## src/fbs_pkg.sv

```systemverilog
// Notes on behaviour
// - bypass, sample/preload and external test instructions are supported.
// - with the scan option on, three pins are test inputs, one is test output.
// - no test reset pin; only the mode-select line or the option strap resets the controller.
// - sixteen-state controller, instruction register with decodes, selectable data registers.
// - each I/O block has three boundary cells: input, output, then enable.
// - pins that are not full I/O blocks get fewer cells, except the output-only mode pin, which gets three.
// - both input-only mode pins get an input cell; output-only mode pin gets three.
// - program-request, configuration clock and done pins have no boundary cells.
// - capture-data under external test samples every input, output and enable cell.
// - boundary bit 0 captures test-output enable, bit 1 captures test-output value.
// - the last boundary bit is an update cell driving an internal net.
// - bypass is one flip-flop between test data in and test data out.
// - two user selects decode user instructions; selected user scan data goes out.
// - a data-register clock goes to fabric for user test registers.
// - idle output is the NAND of test clock and run-test/idle.
// - instructions exist to load configuration and to read it back.

package fbs_pkg;

	localparam int IR_W = 3;
	typedef logic [IR_W-1:0] fbs_instr_t;

	localparam fbs_instr_t INSTR_EXTEST    = 3'h0;
	localparam fbs_instr_t INSTR_SAMPLE    = 3'h1;
	localparam fbs_instr_t INSTR_USER_A    = 3'h2;
	localparam fbs_instr_t INSTR_USER_B    = 3'h3;
	localparam fbs_instr_t INSTR_READBACK  = 3'h4;
	localparam fbs_instr_t INSTR_CONFIGURE = 3'h5;
	localparam fbs_instr_t INSTR_BYPASS    = 3'h7;

	// value loaded into the instruction shifter on capture-ir
	localparam fbs_instr_t IR_CAPTURE_VAL = 3'h1;
	localparam fbs_instr_t IR_RESET_VAL   = INSTR_BYPASS;
	localparam logic       BYPASS_CAPTURE = 1'h0;

	// reset value of the {tdi, tms, tck} synchroniser; tms idles high
	localparam logic [2:0] PIN_SYNC_RST = 3'h2;
	localparam int         PIN_TCK      = 0;
	localparam int         PIN_TMS      = 1;
	localparam int         PIN_TDI      = 2;

	// boundary register layout, bit 0 sits next to test data out
	localparam int POS_TDO_T     = 0;
	localparam int POS_TDO_O     = 1;
	localparam int POS_IOB_BASE  = 2;
	localparam int CELLS_PER_IOB = 3;
	localparam int CELL_IN       = 0;
	localparam int CELL_OUT      = 1;
	localparam int CELL_TRI      = 2;
	localparam int MODE_CELLS    = 5;
	localparam int UPD_CELLS     = 1;

	function automatic int fbs_bsr_len(input int n_iob);
		return POS_IOB_BASE + CELLS_PER_IOB * n_iob + MODE_CELLS + UPD_CELLS;
	endfunction : fbs_bsr_len

	typedef enum logic [3:0] {
		ST_TLR, ST_RTI, ST_SEL_DR, ST_CAP_DR, ST_SHIFT_DR, ST_EXIT1_DR, ST_PAUSE_DR,
		ST_EXIT2_DR, ST_UPD_DR, ST_SEL_IR, ST_CAP_IR, ST_SHIFT_IR, ST_EXIT1_IR,
		ST_PAUSE_IR, ST_EXIT2_IR, ST_UPD_IR
	} fbs_tap_state_t;

endpackage : fbs_pkg

```

## src/fbs_bsr.sv

```systemverilog
`timescale 1ns/100ps
`default_nettype none

module fbs_bsr #(
	parameter int WIDTH = 8
) (
	// clock and reset
	input  wire logic             clk,
	input  wire logic             reset,
	// controls, one-cycle pulses on test clock rise
	input  wire logic             capture_en,
	input  wire logic             shift_en,
	input  wire logic             update_en,
	// data
	input  wire logic             scan_in,
	input  wire logic [WIDTH-1:0] capture_vec,
	output logic                  scan_out,
	output logic      [WIDTH-1:0] update_q
);

	logic [WIDTH-1:0] shift_q;

	// refused at elaboration: the shift below needs two bits at least
	if (WIDTH < 2) begin : g_bad_width
		$error("fbs_bsr width too small");
	end

	// shifts toward bit 0; update stage holds pins steady while shifting
	always_ff @(posedge clk) begin
		if (reset) begin
			shift_q  <= '0;
			update_q <= '0;
		end else begin
			if (capture_en) shift_q <= capture_vec;
			else if (shift_en) shift_q <= {scan_in, shift_q[WIDTH-1:1]};
			if (update_en) update_q <= shift_q;
		end
	end

	assign scan_out = shift_q[0];

endmodule : fbs_bsr

`default_nettype wire

```

## src/fbs_tap.sv

```systemverilog
`timescale 1ns/100ps
`default_nettype none

module fbs_tap
	import fbs_pkg::*;
#(
	parameter int N_IOB = 16
) (
	// clock and reset
	input  wire logic             clk,
	input  wire logic             reset,
	// option strap from configuration logic
	input  wire logic             scan_option_en,
	// test pins
	input  wire logic             tck_pin,
	input  wire logic             tms_pin,
	input  wire logic             tdi_pin,
	output logic                  tdo_pin_out,
	output logic                  tdo_pin_oe,
	// user function of the test output pin when the option is off
	input  wire logic             user_tdo_out,
	input  wire logic             user_tdo_oe,
	// i/o blocks
	input  wire logic [N_IOB-1:0] iob_pad_in,
	input  wire logic [N_IOB-1:0] iob_core_out,
	input  wire logic [N_IOB-1:0] iob_core_oe,
	output logic      [N_IOB-1:0] iob_pad_out,
	output logic      [N_IOB-1:0] iob_pad_oe,
	output logic      [N_IOB-1:0] iob_core_in,
	// mode pins
	input  wire logic             mode_select_in_low,
	input  wire logic             mode_select_in_high,
	input  wire logic             mode_select_out_mid_core,
	input  wire logic             mode_select_out_mid_core_oe,
	output logic                  mode_select_out_mid,
	output logic                  mode_select_out_mid_oe,
	output logic                  mode_select_in_low_core,
	output logic                  mode_select_in_high_core,
	// fabric user scan
	input  wire logic             user_scan_out_a,
	input  wire logic             user_scan_out_b,
	output logic                  user_instr_select_a,
	output logic                  user_instr_select_b,
	output logic                  user_data_reg_clock,
	output logic                  user_idle_strobe,
	output logic                  user_scan_tdi,
	output logic                  internal_update_cell,
	// configuration path
	input  wire logic             config_dout,
	input  wire logic             readback_data,
	output logic                  config_scan_data,
	output logic                  config_scan_strobe,
	output logic                  readback_shift
);

	import fbs_pkg::*;

	localparam int BSR_W   = fbs_bsr_len(N_IOB);
	localparam int POS_M0  = POS_IOB_BASE + CELLS_PER_IOB * N_IOB;
	localparam int POS_M2  = POS_M0 + 1;
	localparam int POS_M1  = POS_M0 + 2;
	localparam int POS_UPD = BSR_W - 1;

	if (N_IOB < 1) begin : g_bad_n_iob
		$error("fbs_tap needs at least one i/o block");
	end

	function automatic fbs_tap_state_t fbs_tap_next(input fbs_tap_state_t s, input logic tms);
		fbs_tap_state_t n;
		n = s;
		case (s)
			ST_TLR:      n = tms ? ST_TLR : ST_RTI;
			ST_RTI:      n = tms ? ST_SEL_DR : ST_RTI;
			ST_SEL_DR:   n = tms ? ST_SEL_IR : ST_CAP_DR;
			ST_CAP_DR:   n = tms ? ST_EXIT1_DR : ST_SHIFT_DR;
			ST_SHIFT_DR: n = tms ? ST_EXIT1_DR : ST_SHIFT_DR;
			ST_EXIT1_DR: n = tms ? ST_UPD_DR : ST_PAUSE_DR;
			ST_PAUSE_DR: n = tms ? ST_EXIT2_DR : ST_PAUSE_DR;
			ST_EXIT2_DR: n = tms ? ST_UPD_DR : ST_SHIFT_DR;
			ST_UPD_DR:   n = tms ? ST_SEL_DR : ST_RTI;
			ST_SEL_IR:   n = tms ? ST_TLR : ST_CAP_IR;
			ST_CAP_IR:   n = tms ? ST_EXIT1_IR : ST_SHIFT_IR;
			ST_SHIFT_IR: n = tms ? ST_EXIT1_IR : ST_SHIFT_IR;
			ST_EXIT1_IR: n = tms ? ST_UPD_IR : ST_PAUSE_IR;
			ST_PAUSE_IR: n = tms ? ST_EXIT2_IR : ST_PAUSE_IR;
			ST_EXIT2_IR: n = tms ? ST_UPD_IR : ST_SHIFT_IR;
			ST_UPD_IR:   n = tms ? ST_SEL_DR : ST_RTI;
			default:     n = ST_TLR;
		endcase
		return n;
	endfunction : fbs_tap_next

	////////////////////////////////////////////////////////////////////////////

	// synchronisers; only the second stage is read
	logic [2:0]       pin_meta_q;
	logic [2:0]       pin_q;
	logic             tck_prev_q;
	logic [N_IOB-1:0] iob_meta_q;
	logic [N_IOB-1:0] iob_in_q;
	logic [1:0]       mode_meta_q;
	logic [1:0]       mode_in_q;

	always_ff @(posedge clk) begin
		if (reset) begin
			pin_meta_q  <= PIN_SYNC_RST;
			pin_q       <= PIN_SYNC_RST;
			tck_prev_q  <= 1'b0;
			iob_meta_q  <= '0;
			iob_in_q    <= '0;
			mode_meta_q <= '0;
			mode_in_q   <= '0;
		end else begin
			pin_meta_q  <= {tdi_pin, tms_pin, tck_pin};
			pin_q       <= pin_meta_q;
			tck_prev_q  <= pin_q[PIN_TCK];
			iob_meta_q  <= iob_pad_in;
			iob_in_q    <= iob_meta_q;
			mode_meta_q <= {mode_select_in_high, mode_select_in_low};
			mode_in_q   <= mode_meta_q;
		end
	end

	wire tck_s    = pin_q[PIN_TCK];
	wire tms_s    = pin_q[PIN_TMS];
	wire tdi_s    = pin_q[PIN_TDI];
	// test clock must stay well below clk/4 for edges to be seen
	wire tck_rise = tck_s & ~tck_prev_q;
	wire tck_fall = ~tck_s & tck_prev_q;

	////////////////////////////////////////////////////////////////////////////

	fbs_tap_state_t state_q;
	fbs_tap_state_t state_d;

	// no test reset pin: only tms high or the option strap returns to reset
	assign state_d = !scan_option_en ? ST_TLR :
	                 tck_rise ? fbs_tap_next(state_q, tms_s) : state_q;

	always_ff @(posedge clk) begin
		if (reset) state_q <= ST_TLR;
		else state_q <= state_d;
	end

	wire in_tlr      = state_q == ST_TLR;
	wire in_shift_ir = state_q == ST_SHIFT_IR;
	wire in_shift_dr = state_q == ST_SHIFT_DR;
	wire in_cap_dr   = state_q == ST_CAP_DR;
	wire dr_capture  = tck_rise & in_cap_dr;
	wire dr_shift    = tck_rise & in_shift_dr;
	wire dr_update   = tck_rise & (state_q == ST_UPD_DR);

	////////////////////////////////////////////////////////////////////////////

	fbs_instr_t ir_shift_q;
	fbs_instr_t ir_q;

	always_ff @(posedge clk) begin
		if (reset) begin
			ir_shift_q <= IR_CAPTURE_VAL;
			ir_q       <= IR_RESET_VAL;
		end else if (in_tlr) begin
			ir_q <= IR_RESET_VAL;
		end else if (tck_rise) begin
			if (state_q == ST_CAP_IR) ir_shift_q <= IR_CAPTURE_VAL;
			else if (in_shift_ir) ir_shift_q <= {tdi_s, ir_shift_q[IR_W-1:1]};
			else if (state_q == ST_UPD_IR) ir_q <= ir_shift_q;
		end
	end

	// instruction decodes
	wire is_extest    = ir_q == INSTR_EXTEST;
	wire is_sample    = ir_q == INSTR_SAMPLE;
	wire is_user_a    = ir_q == INSTR_USER_A;
	wire is_user_b    = ir_q == INSTR_USER_B;
	wire is_readback  = ir_q == INSTR_READBACK;
	wire is_configure = ir_q == INSTR_CONFIGURE;
	wire bsr_sel      = is_extest | is_sample;
	wire user_sel     = is_user_a | is_user_b;

	////////////////////////////////////////////////////////////////////////////

	// bypass: captures zero, one stage of retiming between tdi and tdo
	logic bypass_q;

	always_ff @(posedge clk) begin
		if (reset) bypass_q <= BYPASS_CAPTURE;
		else if (dr_capture) bypass_q <= BYPASS_CAPTURE;
		else if (dr_shift) bypass_q <= tdi_s;
	end

	////////////////////////////////////////////////////////////////////////////

	// boundary register; program, config clock and done pins have no cells
	logic [BSR_W-1:0] cap_vec;
	logic [BSR_W-1:0] upd_vec;
	logic             bsr_so;
	logic             tdo_out_q;
	logic             tdo_oe_q;

	always_comb begin
		cap_vec                        = '0;
		cap_vec[POS_TDO_T]             = tdo_oe_q;
		cap_vec[POS_TDO_O]             = tdo_out_q;
		for (int k = 0; k < N_IOB; k++) begin
			cap_vec[POS_IOB_BASE + CELLS_PER_IOB * k + CELL_IN]  = iob_in_q[k];
			cap_vec[POS_IOB_BASE + CELLS_PER_IOB * k + CELL_OUT] = iob_pad_out[k];
			cap_vec[POS_IOB_BASE + CELLS_PER_IOB * k + CELL_TRI] = iob_pad_oe[k];
		end
		cap_vec[POS_M0]                = mode_in_q[0];
		cap_vec[POS_M2]                = mode_in_q[1];
		cap_vec[POS_M1 + CELL_IN]      = mode_select_out_mid;
		cap_vec[POS_M1 + CELL_OUT]     = mode_select_out_mid;
		cap_vec[POS_M1 + CELL_TRI]     = mode_select_out_mid_oe;
		cap_vec[POS_UPD]               = internal_update_cell;
	end

	fbs_bsr #(
		.WIDTH(BSR_W)
	) u_bsr (
		.clk        (clk),
		.reset      (reset),
		.capture_en (dr_capture & bsr_sel),
		.shift_en   (dr_shift & bsr_sel),
		.update_en  (dr_update & bsr_sel),
		.scan_in    (tdi_s),
		.capture_vec(cap_vec),
		.scan_out   (bsr_so),
		.update_q   (upd_vec)
	);

	////////////////////////////////////////////////////////////////////////////

	// pin drive: update cells under external test, pins released while configuring
	logic [N_IOB-1:0] iob_out_d;
	logic [N_IOB-1:0] iob_oe_d;

	always_comb begin
		for (int k = 0; k < N_IOB; k++) begin
			iob_out_d[k] = is_extest ? upd_vec[POS_IOB_BASE + CELLS_PER_IOB * k + CELL_OUT]
			                         : iob_core_out[k];
			iob_oe_d[k]  = is_configure ? 1'b0 :
			               is_extest ? upd_vec[POS_IOB_BASE + CELLS_PER_IOB * k + CELL_TRI]
			                         : iob_core_oe[k];
		end
	end

	wire m1_out_d = is_extest ? upd_vec[POS_M1 + CELL_OUT] : mode_select_out_mid_core;
	wire m1_oe_d  = is_configure ? 1'b0 :
	                is_extest ? upd_vec[POS_M1 + CELL_TRI] : mode_select_out_mid_core_oe;

	always_ff @(posedge clk) begin
		if (reset) begin
			iob_pad_out              <= '0;
			iob_pad_oe               <= '0;
			iob_core_in              <= '0;
			mode_select_out_mid      <= 1'b0;
			mode_select_out_mid_oe   <= 1'b0;
			mode_select_in_low_core  <= 1'b0;
			mode_select_in_high_core <= 1'b0;
			internal_update_cell     <= 1'b0;
		end else begin
			iob_pad_out              <= iob_out_d;
			iob_pad_oe               <= iob_oe_d;
			iob_core_in              <= iob_in_q;
			mode_select_out_mid      <= m1_out_d;
			mode_select_out_mid_oe   <= m1_oe_d;
			mode_select_in_low_core  <= mode_in_q[0];
			mode_select_in_high_core <= mode_in_q[1];
			internal_update_cell     <= upd_vec[POS_UPD];
		end
	end

	////////////////////////////////////////////////////////////////////////////

	// test data out source
	wire dr_tdo = bsr_sel      ? bsr_so :
	              is_user_a    ? user_scan_out_a :
	              is_user_b    ? user_scan_out_b :
	              is_readback  ? readback_data :
	              is_configure ? config_dout :
	              bypass_q;
	wire shift_bit = in_shift_ir ? ir_shift_q[0] : dr_tdo;

	// oe lags state by half a test clock so the far end never sees a glitch
	always_ff @(posedge clk) begin
		if (reset) begin
			tdo_out_q <= 1'b0;
			tdo_oe_q  <= 1'b0;
		end else if (!scan_option_en) begin
			tdo_out_q <= user_tdo_out;
			tdo_oe_q  <= user_tdo_oe;
		end else if (in_tlr) begin
			// user drive must not linger once the option is switched on
			tdo_oe_q  <= 1'b0;
		end else if (tck_fall) begin
			tdo_out_q <= shift_bit;
			tdo_oe_q  <= in_shift_ir | in_shift_dr;
		end
	end

	assign tdo_pin_out = tdo_out_q;
	assign tdo_pin_oe  = tdo_oe_q;

	////////////////////////////////////////////////////////////////////////////

	// fabric and configuration side strobes
	always_ff @(posedge clk) begin
		if (reset) begin
			user_instr_select_a <= 1'b0;
			user_instr_select_b <= 1'b0;
			user_data_reg_clock <= 1'b1;
			user_idle_strobe    <= 1'b1;
			user_scan_tdi       <= 1'b0;
			config_scan_data    <= 1'b0;
			config_scan_strobe  <= 1'b0;
			readback_shift      <= 1'b0;
		end else begin
			user_instr_select_a <= is_user_a;
			user_instr_select_b <= is_user_b;
			user_data_reg_clock <= (user_sel & (in_cap_dr | in_shift_dr)) ? tck_s : 1'b1;
			user_idle_strobe    <= ~(tck_s & (state_q == ST_RTI));
			user_scan_tdi       <= tdi_s;
			config_scan_data    <= tdi_s;
			config_scan_strobe  <= dr_shift & is_configure;
			readback_shift      <= dr_shift & is_readback;
		end
	end

endmodule : fbs_tap

`default_nettype wire

```

## config.mk

```make
export PLATFORM = sky130hd
export DESIGN_NAME = fbs_tap
export DESIGN_NICKNAME = d
export VERILOG_FILES = /design/src/fbs_pkg.sv /design/src/fbs_bsr.sv /design/src/fbs_tap.sv
export SDC_FILE = /design/constraint.sdc
export NUM_CORES = 1
export LEC_CHECK = 0
export ABC_AREA = 1
export ABC_CLOCK_PERIOD_IN_PS = 1980
export BUFFER_PORTS_ARGS = -buffer_cell sky130_fd_sc_hd__buf_2
export CAP_MARGIN = 0
export CORE_MARGIN = 8
export CORE_UTILIZATION = 45
export CTS_BUF_LIST = sky130_fd_sc_hd__clkbuf_8 sky130_fd_sc_hd__clkbuf_16
export CTS_CLUSTER_DIAMETER = 50
export DETAILED_ROUTE_END_ITERATION = 10
export GPL_ROUTABILITY_DRIVEN = 0
export GPL_TIMING_DRIVEN = 0
export PLACE_DENSITY = 0.66
export SYNTH_ARGS = -nofsm -noshare
export SYNTH_HDL_FRONTEND = slang
export SYNTH_SLANG_ARGS = --single-unit
```

## constraint.sdc

```tcl
create_clock -name clk -period 1.98 [get_ports clk]
set_clock_uncertainty 0.2 [all_clocks]
set_input_delay 0.594 -clock clk [delete_from_list [all_inputs] [get_ports clk]]
set_output_delay 0.594 -clock clk [all_outputs]
set_load 0.005 [all_outputs]
```

Word-level counts from Yosys, hierarchy flattened
Cells that the tools add are included.
{ "op_classes": {"n_eq_ne": 23, "n_mux": 63, "bitwise": 24, "n_reduce_logical": 15} }
{ "ops": {"columns": ["op", "n"], "rows": [
  ["$mux 56", 2],
  ["$mux 1", 49],
  ["$pmux 4 s12", 1],
  ["$eq 4x4->1 const B", 8],
  ["$eq 4x3->1 const B", 4],
  ["$mux 4", 4],
  ["$reduce_or 2->1", 7],
  ["$and 1x1->1", 12],
  ["$mux 3", 4],
  ["$eq 4x2->1 const B", 2],
  ["$not 1->1", 8],
  ["$eq 3x2->1 const B", 2],
  ["$eq 3x3->1 const B", 2],
  ["$mux 2", 3],
  ["$eq 4x1->1 const B", 1],
  ["$logic_not 4->1", 1],
  ["$or 1x1->1", 4],
  ["$reduce_and 4->1", 1],
  ["$reduce_bool 2->1", 2],
  ["$eq 3x1->1 const B", 1],
  ["$logic_not 3->1", 1],
  ["$ne 3x1->1 const B", 1],
  ["$reduce_and 3->1", 1],
  ["$reduce_or 3->1", 1],
  ["other kinds (3)", 3]
]} }
{ "word_totals": {"regBits": 228, "output_inout_bits": 63, "wordCells": 155} }

Logic depth before layout (Yosys ltp)
Gate-level depths: netlist (run 1).
{ "depth": {"depth_word": 10, "mapped_depth": 11} }

Hierarchy
From an unflattened synthesis (run 1), not the netlist that was laid out.
{ "unflattened": {"hier_cells": 1229, "hier_area_um2": 8720.9} }
{ "modules_own_cells": {"columns": ["module", "instances", "cells_each", "area_each_um2"], "rows": [
  ["fbs_bsr", 1, 722, 4748.3],
  ["fbs_tap", 1, 507, 3972.6]
]} }

Worst setup path before layout (run 1)
OpenSTA, ideal clock, no wires.
{ "synth_path": {"path_type": "input -> register", "from": "in reset", "to": "reg u_bsr.shift_q[36]", "setup_ns": 0.066, "t_arrival_ns": 1.597, "required_ns": 1.714, "slack_ns": 0.116, "path_stages": 6, "n_path_buf": 3, "path_cell_list": "clkbuf_1 inv_1 clkbuf_1 clkbuf_1 o21ai_1 a21oi_2"} }
{ "synth_rtl": {"columns": ["element", "line", "text"], "rows": [
  ["start, declared", "fbs_tap.sv:11", "input wire logic reset,"],
  ["end signal, assigned", "fbs_bsr.sv:34", "if (capture_en) shift_q <= capture_vec;"],
  ["end signal, assigned", "fbs_bsr.sv:35", "else if (shift_en) shift_q <= {scan_in, shift_q[WIDTH-1:1]};"],
  ["end, declared", "fbs_bsr.sv:21", "logic [WIDTH-1:0] shift_q;"]
]} }

Final worst setup path (run 1)
{ "layout_path": {"from": "reg ir_q[0]", "to": "reg u_bsr.shift_q[34]"} }
{ "layout_via": {"elab_chain_cells": 4, "elab_cells_between_ends": 7} }
{ "layout_rtl": {"columns": ["element", "line", "text"], "rows": [
  ["start, declared", "fbs_tap.sv:156", "fbs_instr_t ir_q;"],
  ["start signal, assigned", "fbs_tap.sv:167", "else if (state_q == ST_UPD_IR) ir_q <= ir_shift_q;"],
  ["$eq 3x1->1 or $logic_not 3->1 (tied branches)", "fbs_tap.sv:173, fbs_tap.sv:172", null],
  ["$or 1x1->1 *", "fbs_tap.sv:178", "wire bsr_sel = is_extest | is_sample;"],
  ["$and 1x1->1 (on tied branches)", "fbs_tap.sv:223, fbs_tap.sv:224", null],
  ["$mux 56 or $reduce_bool 2->1 (tied branches)", null, null]
]} }
Mark *: on every way between the ends. The rest lies on a longest branch, timed or not.
A chain may end at the register's enable or synchronous reset.

==> results of run 1 <==
## worst paths after layout
check        depth (start not counted)           endpoint      startpoint  slack [ns]
max                                 10  u_bsr.shift_q[34]         ir_q[0]        0.08
max reg2reg                         10  u_bsr.shift_q[34]         ir_q[0]        0.08
min reg2reg                          2       iob_in_q[11]  iob_meta_q[11]        0.20
min                                  2      pin_meta_q[1]         tms_pin        0.08
## stage by stage
step                instances  utilization [%]
global placement         1270             51.2
floorplan                 925                -
finish                   1319             57.0
detailed placement       1270             51.2
CTS                      1311             56.3
global route             1319             57.0
## where the power goes
group | total (mW) | switching [mW] | internal, mW
Clock | 4.51 | 1.65 | 2.86
Sequential | 4.31 | 0.0505 | 4.26
Combinational | 0.336 | 0.194 | 0.142
Total | 9.15 | 1.89 | 7.26
## metal layers
layer  GRT usage [%]  routed length, um  part of all wire (%)  vias to the layer above
met4            4.11                317                   1.5                        0
met2            30.4               9480                    46                      185
met3            3.73               1250                   6.0                       27
met5               0                  0                     0                        -
li1                -                  -                     -                     3352
met1            24.6               9540                    46                     3014
## flip-flops by register name, indices dropped and copies added, names as in the netlist, 2 cells and up
register	count
iob_core_in	16
iob_in_q	16
iob_meta_q	16
iob_pad_oe	16
iob_pad_out	16
ir_q	3
ir_shift_q	3
mode_in_q	2
mode_meta_q	2
pin_meta_q	3
pin_q	3
state_q	4
u_bsr.shift_q	56
u_bsr.update_q	35
## cell usage in the layout, fill, tap and decap left out, types with 3 or more instances in the layout
| cell | n |
|---|---|
| buf_6 | 6 |
| inv_2 | 5 |
| clkbuf_1 | 28 |
| o22ai_1 | 54 |
| clkbuf_4 | 6 |
| a21oi_2 | 16 |
| o211ai_1 | 3 |
| buf_4 | 12 |
| dfxtp_1 | 205 |
| nand2_1 | 85 |
| nand3_1 | 11 |
| inv_1 | 87 |
| a31oi_1 | 3 |
| nor2_1 | 189 |
| nor3_1 | 4 |
| clkbuf_16 | 24 |
| bufinv_16 | 4 |
| clkbuf_2 | 8 |
| buf_2 | 128 |
| clkbuf_8 | 6 |
| nor2_2 | 4 |
| o21ai_0 | 94 |
| a21oi_1 | 66 |
| o21ai_1 | 24 |
## cells by family (layout without fill, tap and decap cells)
family,count (synthesis),count (layout),synth area share [%]
AOI/OAI and AO/OA,266,266,19.9
buffers and inverters,147,321,8.46
DFF,207,207,55.3
and+or+nand+nor,305,305,16.3
## timing repair
item / 4_1_cts / 5_1_grt
gates cloned: 0 / 1
gates resized for setup: 7 / 19
setup endpoints to repair: 82 / 87
pin swaps: 0 / 2
buffers inserted: 0 / 7
## worst max-delay path, delay by kind of cell, from the launching register on
family          cells  cell delay, ns
compound gates      3            0.46
buf+inv             4            0.51
flops               1            0.30
simple gates        3            0.35
## cells in the mapped netlist (all sizes together), types with 3 or more instances
library cell,number,area (sq um)
a21oi,83,487
a31oi,3,18.8
buf,23,169
clkbuf,35,131
dfxtp,207,4140
inv,87,327
nand2,88,340
nand3,14,85.1
nor2,195,754
nor3,4,20.0
o211ai,3,22.5
o21ai,118,591
o22ai,54,338
## area by class of cell
type	count	share of cell area, %
plain buffers	58	3.66
clock buffers	29	7.03
clock inverters	12	1.73
inverters	89	3.57
multi-input cells	571	29.2
flip-flops and latches	207	44.3
well taps	220	2.94
repair buffers	133	7.49
==> flow_metrics.tcl, run 1 <==
set metrics [dict create \
    critical-path-slowest-cell "dfxtp_1" \
    first_iter_violations 535 \
    die_area_sq_mm 0.0210 \
    nets 1147 \
    place_area_sq_mm 0.00840 \
    die_w_um 145 \
    ant_nets 0 \
    stdcell_area_sq_mm 0.00936 \
    cap_violations 0 \
    crit_required_ns 2.21 \
    ys.flop_type "dfxtp_1" \
    layout_setup_ws_ns 0.0788 \
    peakVddDrop_v 0.000703 \
    rows 47 \
    insertion_delay_ns 0.50 \
    cts_hold_buf 0 \
    power.density_mw_per_mm2 978 \
    grt_max_degree 14 \
    finalSetupViolations 0 \
    hp-class "in2reg" \
    grt_usage_pct 18.5 \
    syn_avg_cell_area_sq_um 8.11 \
    die_height_um 145 \
    drive_gt1_share_pct 21.6 \
    max_freq_mhz 526 \
    vias 6578 \
    port_buffers 125 \
    syn_nets 989 \
    synth-edff-count 0 \
    core_sq_mm 0.0164 \
    cp_max_fo 10 \
    fin_tns_setup_ns 0 \
    synth_area_sq_mm 0.00750 \
    slew-limit-headroom_pct 52.5 \
    initial_core_util_pct 45.7 \
    gr-total-overflow 0 \
    timing.final.crit_share_pct 96.0 \
    multiInputGateArea_sq_mm 0.00274 \
    final-seq-area_sq_mm 0.00415 \
    critPathKind "reg2reg" \
    ys_types 30 \
    antenna_found_initial 0 \
    finalPower_mw 9.15 \
    areaGrowthSynthToFinish_pct 24.8 \
    grt_pass1_wl_um 32400 \
    cts.clk_slew.worst_paths_ns 0.06 \
    root_buffer "clkbuf_16" \
    hold_viol 0 \
    critPathMaxStageDelay_ns 0.30 \
    synth_seq_cells 207 \
    drtPass1Iterations 5 \
    min_period_ns 1.90 \
    async_flop_share_pct 0 \
    startpoint_type "flop" \
    vias_per_cell 4.99 \
    wirelength_um 20600 \
    htreeDepth 1 \
    diodes 0 \
    cts_buffers 23 \
    yosysWarnings 0 \
    cp_cell_sequence "buf_6 -> nor2_4 -> nand2_4 -> nand2_4 -> inv_2 -> a21oi_4 -> buf_8 -> buf_6 -> o21ai_1 -> a21oi_1" \
    drc_errors 0 \
    ys_seq_area_share_pct 55.3 \
    ios 127 \
    fill_cells 1510 \
    leakage_nw 4.11 \
    grt_pass1_vias 6248 \
    crit_arrival_ns 2.13 \
    tritoncts "yes" \
    hold_slack_ns 0.0820 \
    tightest_slew_ns 0.713 \
    cts.sinks 207 \
    finalMaxSlewViolations 0 \
    dp_hpwl_um 14600 \
    cts_buffer_depth 3 \
    synth_cells 925 \
    detail_route.wl_per_cell_um 15.6 \
    outcome "finished, final reports clean" \
    crit_path_end_kind "flop" \
    dp_slack_ns -0.757 \
]
Power figures use the tool's default switching activity.
==> run 2: changes to the inputs <==
--- a/config.mk
+++ b/config.mk
@@ -5,7 +5,6 @@
 export SDC_FILE = /design/constraint.sdc
 export NUM_CORES = 1
 export LEC_CHECK = 0
-export ABC_AREA = 1
 export ABC_CLOCK_PERIOD_IN_PS = 1980
 export BUFFER_PORTS_ARGS = -buffer_cell sky130_fd_sc_hd__buf_2
 export CAP_MARGIN = 0
==> flow_metrics.tcl, run 2 <==
set metrics [dict create \
    reg_top3 "u_bsr.shift_q x56, u_bsr.update_q x35" \
    regMostFlops "u_bsr.shift_q" \
    violations "negative setup slack" \
    crit_required_ns 2.19 \
    tightest_slew_ns 0.667 \
    die_area_sq_mm 0.0210 \
    reg2reg_slack_ns -0.32 \
    final_common_cell "nand2_1" \
    critical-path-slowest-cell "or4b_4" \
    ys_seq_area_share_pct 55.4 \
    post-synth-top-area-fraction_pct 55.4 \
    ant_nets 0 \
    synth.most_common_cell "nand2_1" \
    critPathKind "reg2reg" \
    cp_top_family "compound AO/OA/AOI/OAI gates" \
    rsz0062_at_grt "true" \
    first_iter_violations 469 \
    die_w_um 145 \
    cp_max_fo 10 \
    min_period_ns 2.30 \
    cp_num_cells 7 \
    dp_hpwl_um 14700 \
    cap_violations 0 \
    peakVddDrop_v 0.000657 \
    cts_hold_buf 0 \
    crit_path_end_kind "flop" \
    nets 1105 \
    vias 6707 \
    cp_cell_sequence "or4b_4 -> a2111oi_4 -> buf_6 -> buf_12 -> buf_8 -> nor2_1 -> a311oi_1" \
    antenna_found_initial 0 \
    drtPass1Iterations 4 \
    ios 127 \
    async_flop_share_pct 0 \
    synth-edff-count 0 \
    core_sq_mm 0.0164 \
    crit_arrival_ns 2.51 \
    synth_area_sq_mm 0.00748 \
    power.density_mw_per_mm2 922 \
    startpoint_type "flop" \
    diodes 0 \
    r2r_end "u_bsr.shift_q[26]" \
    finalMaxSlewViolations 0 \
    cts.sinks 207 \
    detail_route.wl_per_cell_um 17.1 \
    ys_types 45 \
    areaGrowthSynthToFinish_pct 28.4 \
    endpoint "u_bsr.shift_q[26]" \
    hp-class "in2reg" \
    finalSetupViolations 56 \
    synthTopCellsByCount "nand2_1 (259), dfxtp_1 (207), a21oi_1 (74)" \
    vias_per_cell 5.26 \
    ys_top_cells_by_area "dfxtp_1 (55%), nand2_1 (13%), a311oi_1 (6.6%)" \
    drc_errors 0 \
    max_freq_mhz 435 \
    grt_max_degree 16 \
    synth_cells 877 \
    rows 47 \
    syn_nets 941 \
    final_cell_mix "nand2_1 (259), dfxtp_1 (202), buf_2 (131), a21oi_1 (74), nor2b_1 (65)" \
    critical_path_buf_inv_count 3 \
    insertion_delay_ns 0.51 \
    dpl.cell_count 1223 \
    yosysTopAreaCell "dfxtp_1" \
    gr-total-overflow 0 \
    crit_start "state_q[0]" \
    ff2ff_path_depth 7 \
    finalPower_mw 8.86 \
    yosysWarnings 0 \
    initial_core_util_pct 45.6 \
    grt_pass1_wl_um 34600 \
    htreeDepth 1 \
    reg2reg_from "state_q[0]" \
    wirelength_um 21800 \
    port_buffers 126 \
    synth_seq_cells 207 \
    cts_buffer_depth 3 \
    grt_usage_pct 19.8 \
    tritoncts "yes" \
    ys.flop_type "dfxtp_1" \
    hold_viol 0 \
    cts.clk_slew.worst_paths_ns 0.06 \
    timing.final.crit_share_pct 116 \
    grt_pass1_vias 6485 \
    instances_no_fill 1275 \
    drive_gt1_share_pct 25.0 \
    die_height_um 145 \
    critPathMaxStageDelay_ns 0.55 \
    leakage_nw 3.75 \
    slew-limit-headroom_pct 55.5 \
    layout_setup_ws_ns -0.321 \
    outcome "finished with violations" \
    largest_reg_flops 56 \
    root_buffer "clkbuf_16" \
    postLayoutCoreUtil_pct 58.5 \
    syn_avg_cell_area_sq_um 8.53 \
    cts_buffers 23 \
]
-- run 2: cell count changes in the layout (fill, tap and decap cells not counted), sizes merged, moves of 11 or more --
| cell | before | now |
|---|---|---|
| a311oi | 0 | 56 |
| buf | 148 | 159 |
| inv | 93 | 13 |
| nand2 | 88 | 259 |
| nor2 | 195 | 69 |
| nor2b | 0 | 67 |
| o21ai | 118 | 6 |
| o22ai | 54 | 2 |
-- run 2: worst min path at each step --
stage                  start             to  slack, ns  depth (start not counted)
2_1_floorplan  pin_meta_q[1]       pin_q[1]       0.19                          1
3_3_place_gp   pin_meta_q[1]       pin_q[1]       0.19                          1
3_5_place_dp   pin_meta_q[1]       pin_q[1]       0.20                          1
4_1_cts              tms_pin  pin_meta_q[1]       0.06                          2
5_1_grt              tms_pin  pin_meta_q[1]       0.08                          2
6_report             tms_pin  pin_meta_q[1]       0.07                          2
-- run 2: where the power goes --
part	leakage, nW	internal [mW]	switching (mW)
logic	1.67	0.148	0.191
registers	1.69	4.25	0.0472
clock network	0.385	2.48	1.74
-- run 2: area by class of cell --
class	instances	area, sq um
Clock inverter	14	143
Fill cell	1481	6800
Multi-Input combinational cell	593	3160
Timing Repair Buffer	146	862
Clock buffer	25	603
Buffer	66	390
Tap cell	220	275
Inverter	4	15.0
Sequential cell	207	4160
-- run 2: cells by family after synthesis --
family                 count (synthesis)  synth area share [%]
buffers and inverters                 77                  4.41
AO/OA/AOI/OAI                        158                  14.4
flip-flops                           207                  55.4
AND/OR/NAND/NOR                      431                  25.3
multiplexers                           2                 0.268
XOR/XNOR                               2                 0.234
-- run 2: what timing repair did --
item | in CTS | in global routing
pin swaps | 21 | 22
endpoints found under the setup margin | 129 | 123
gates cloned | 2 | 1
setup buffers | 14 | 3
resized for setup | 55 | 66
-- run 2: routing by layer --
metal	track usage [%]	share of wire (%)	routed length [um]
met1	26.6	46	10100
met2	32.1	46	10000
met3	3.70	6.0	1310
met4	5.05	1.7	363
met5	0	0	0
-- run 2: worst register-to-register path, stage by stage, from the launching register on --
cell and delay [ns]:
dfxtp_4 0.36, or4b_4 0.55, a2111oi_4 0.40, buf_6 0.17
buf_12 0.12, buf_8 0.14, nor2_1 0.04, a311oi_1 0.23
-- run 2: metrics by stage --
step | hold slack, ns | instance area [sq um] | setup TNS [ns] | setup slack, ns
6_report | 0.0708 | 9610 | -15.27 | -0.321
5_1_grt | 0.0771 | 9610 | -19.47 | -0.410
4_1_cts | 0.0582 | 9410 | -17.52 | -0.345
3_5_place_dp | 0.199 | 8400 | -83.24 | -0.886
3_3_place_gp | 0.194 | 8400 | -79.66 | -0.851
2_1_floorplan | 0.189 | 7490 | -6.54 | -0.148
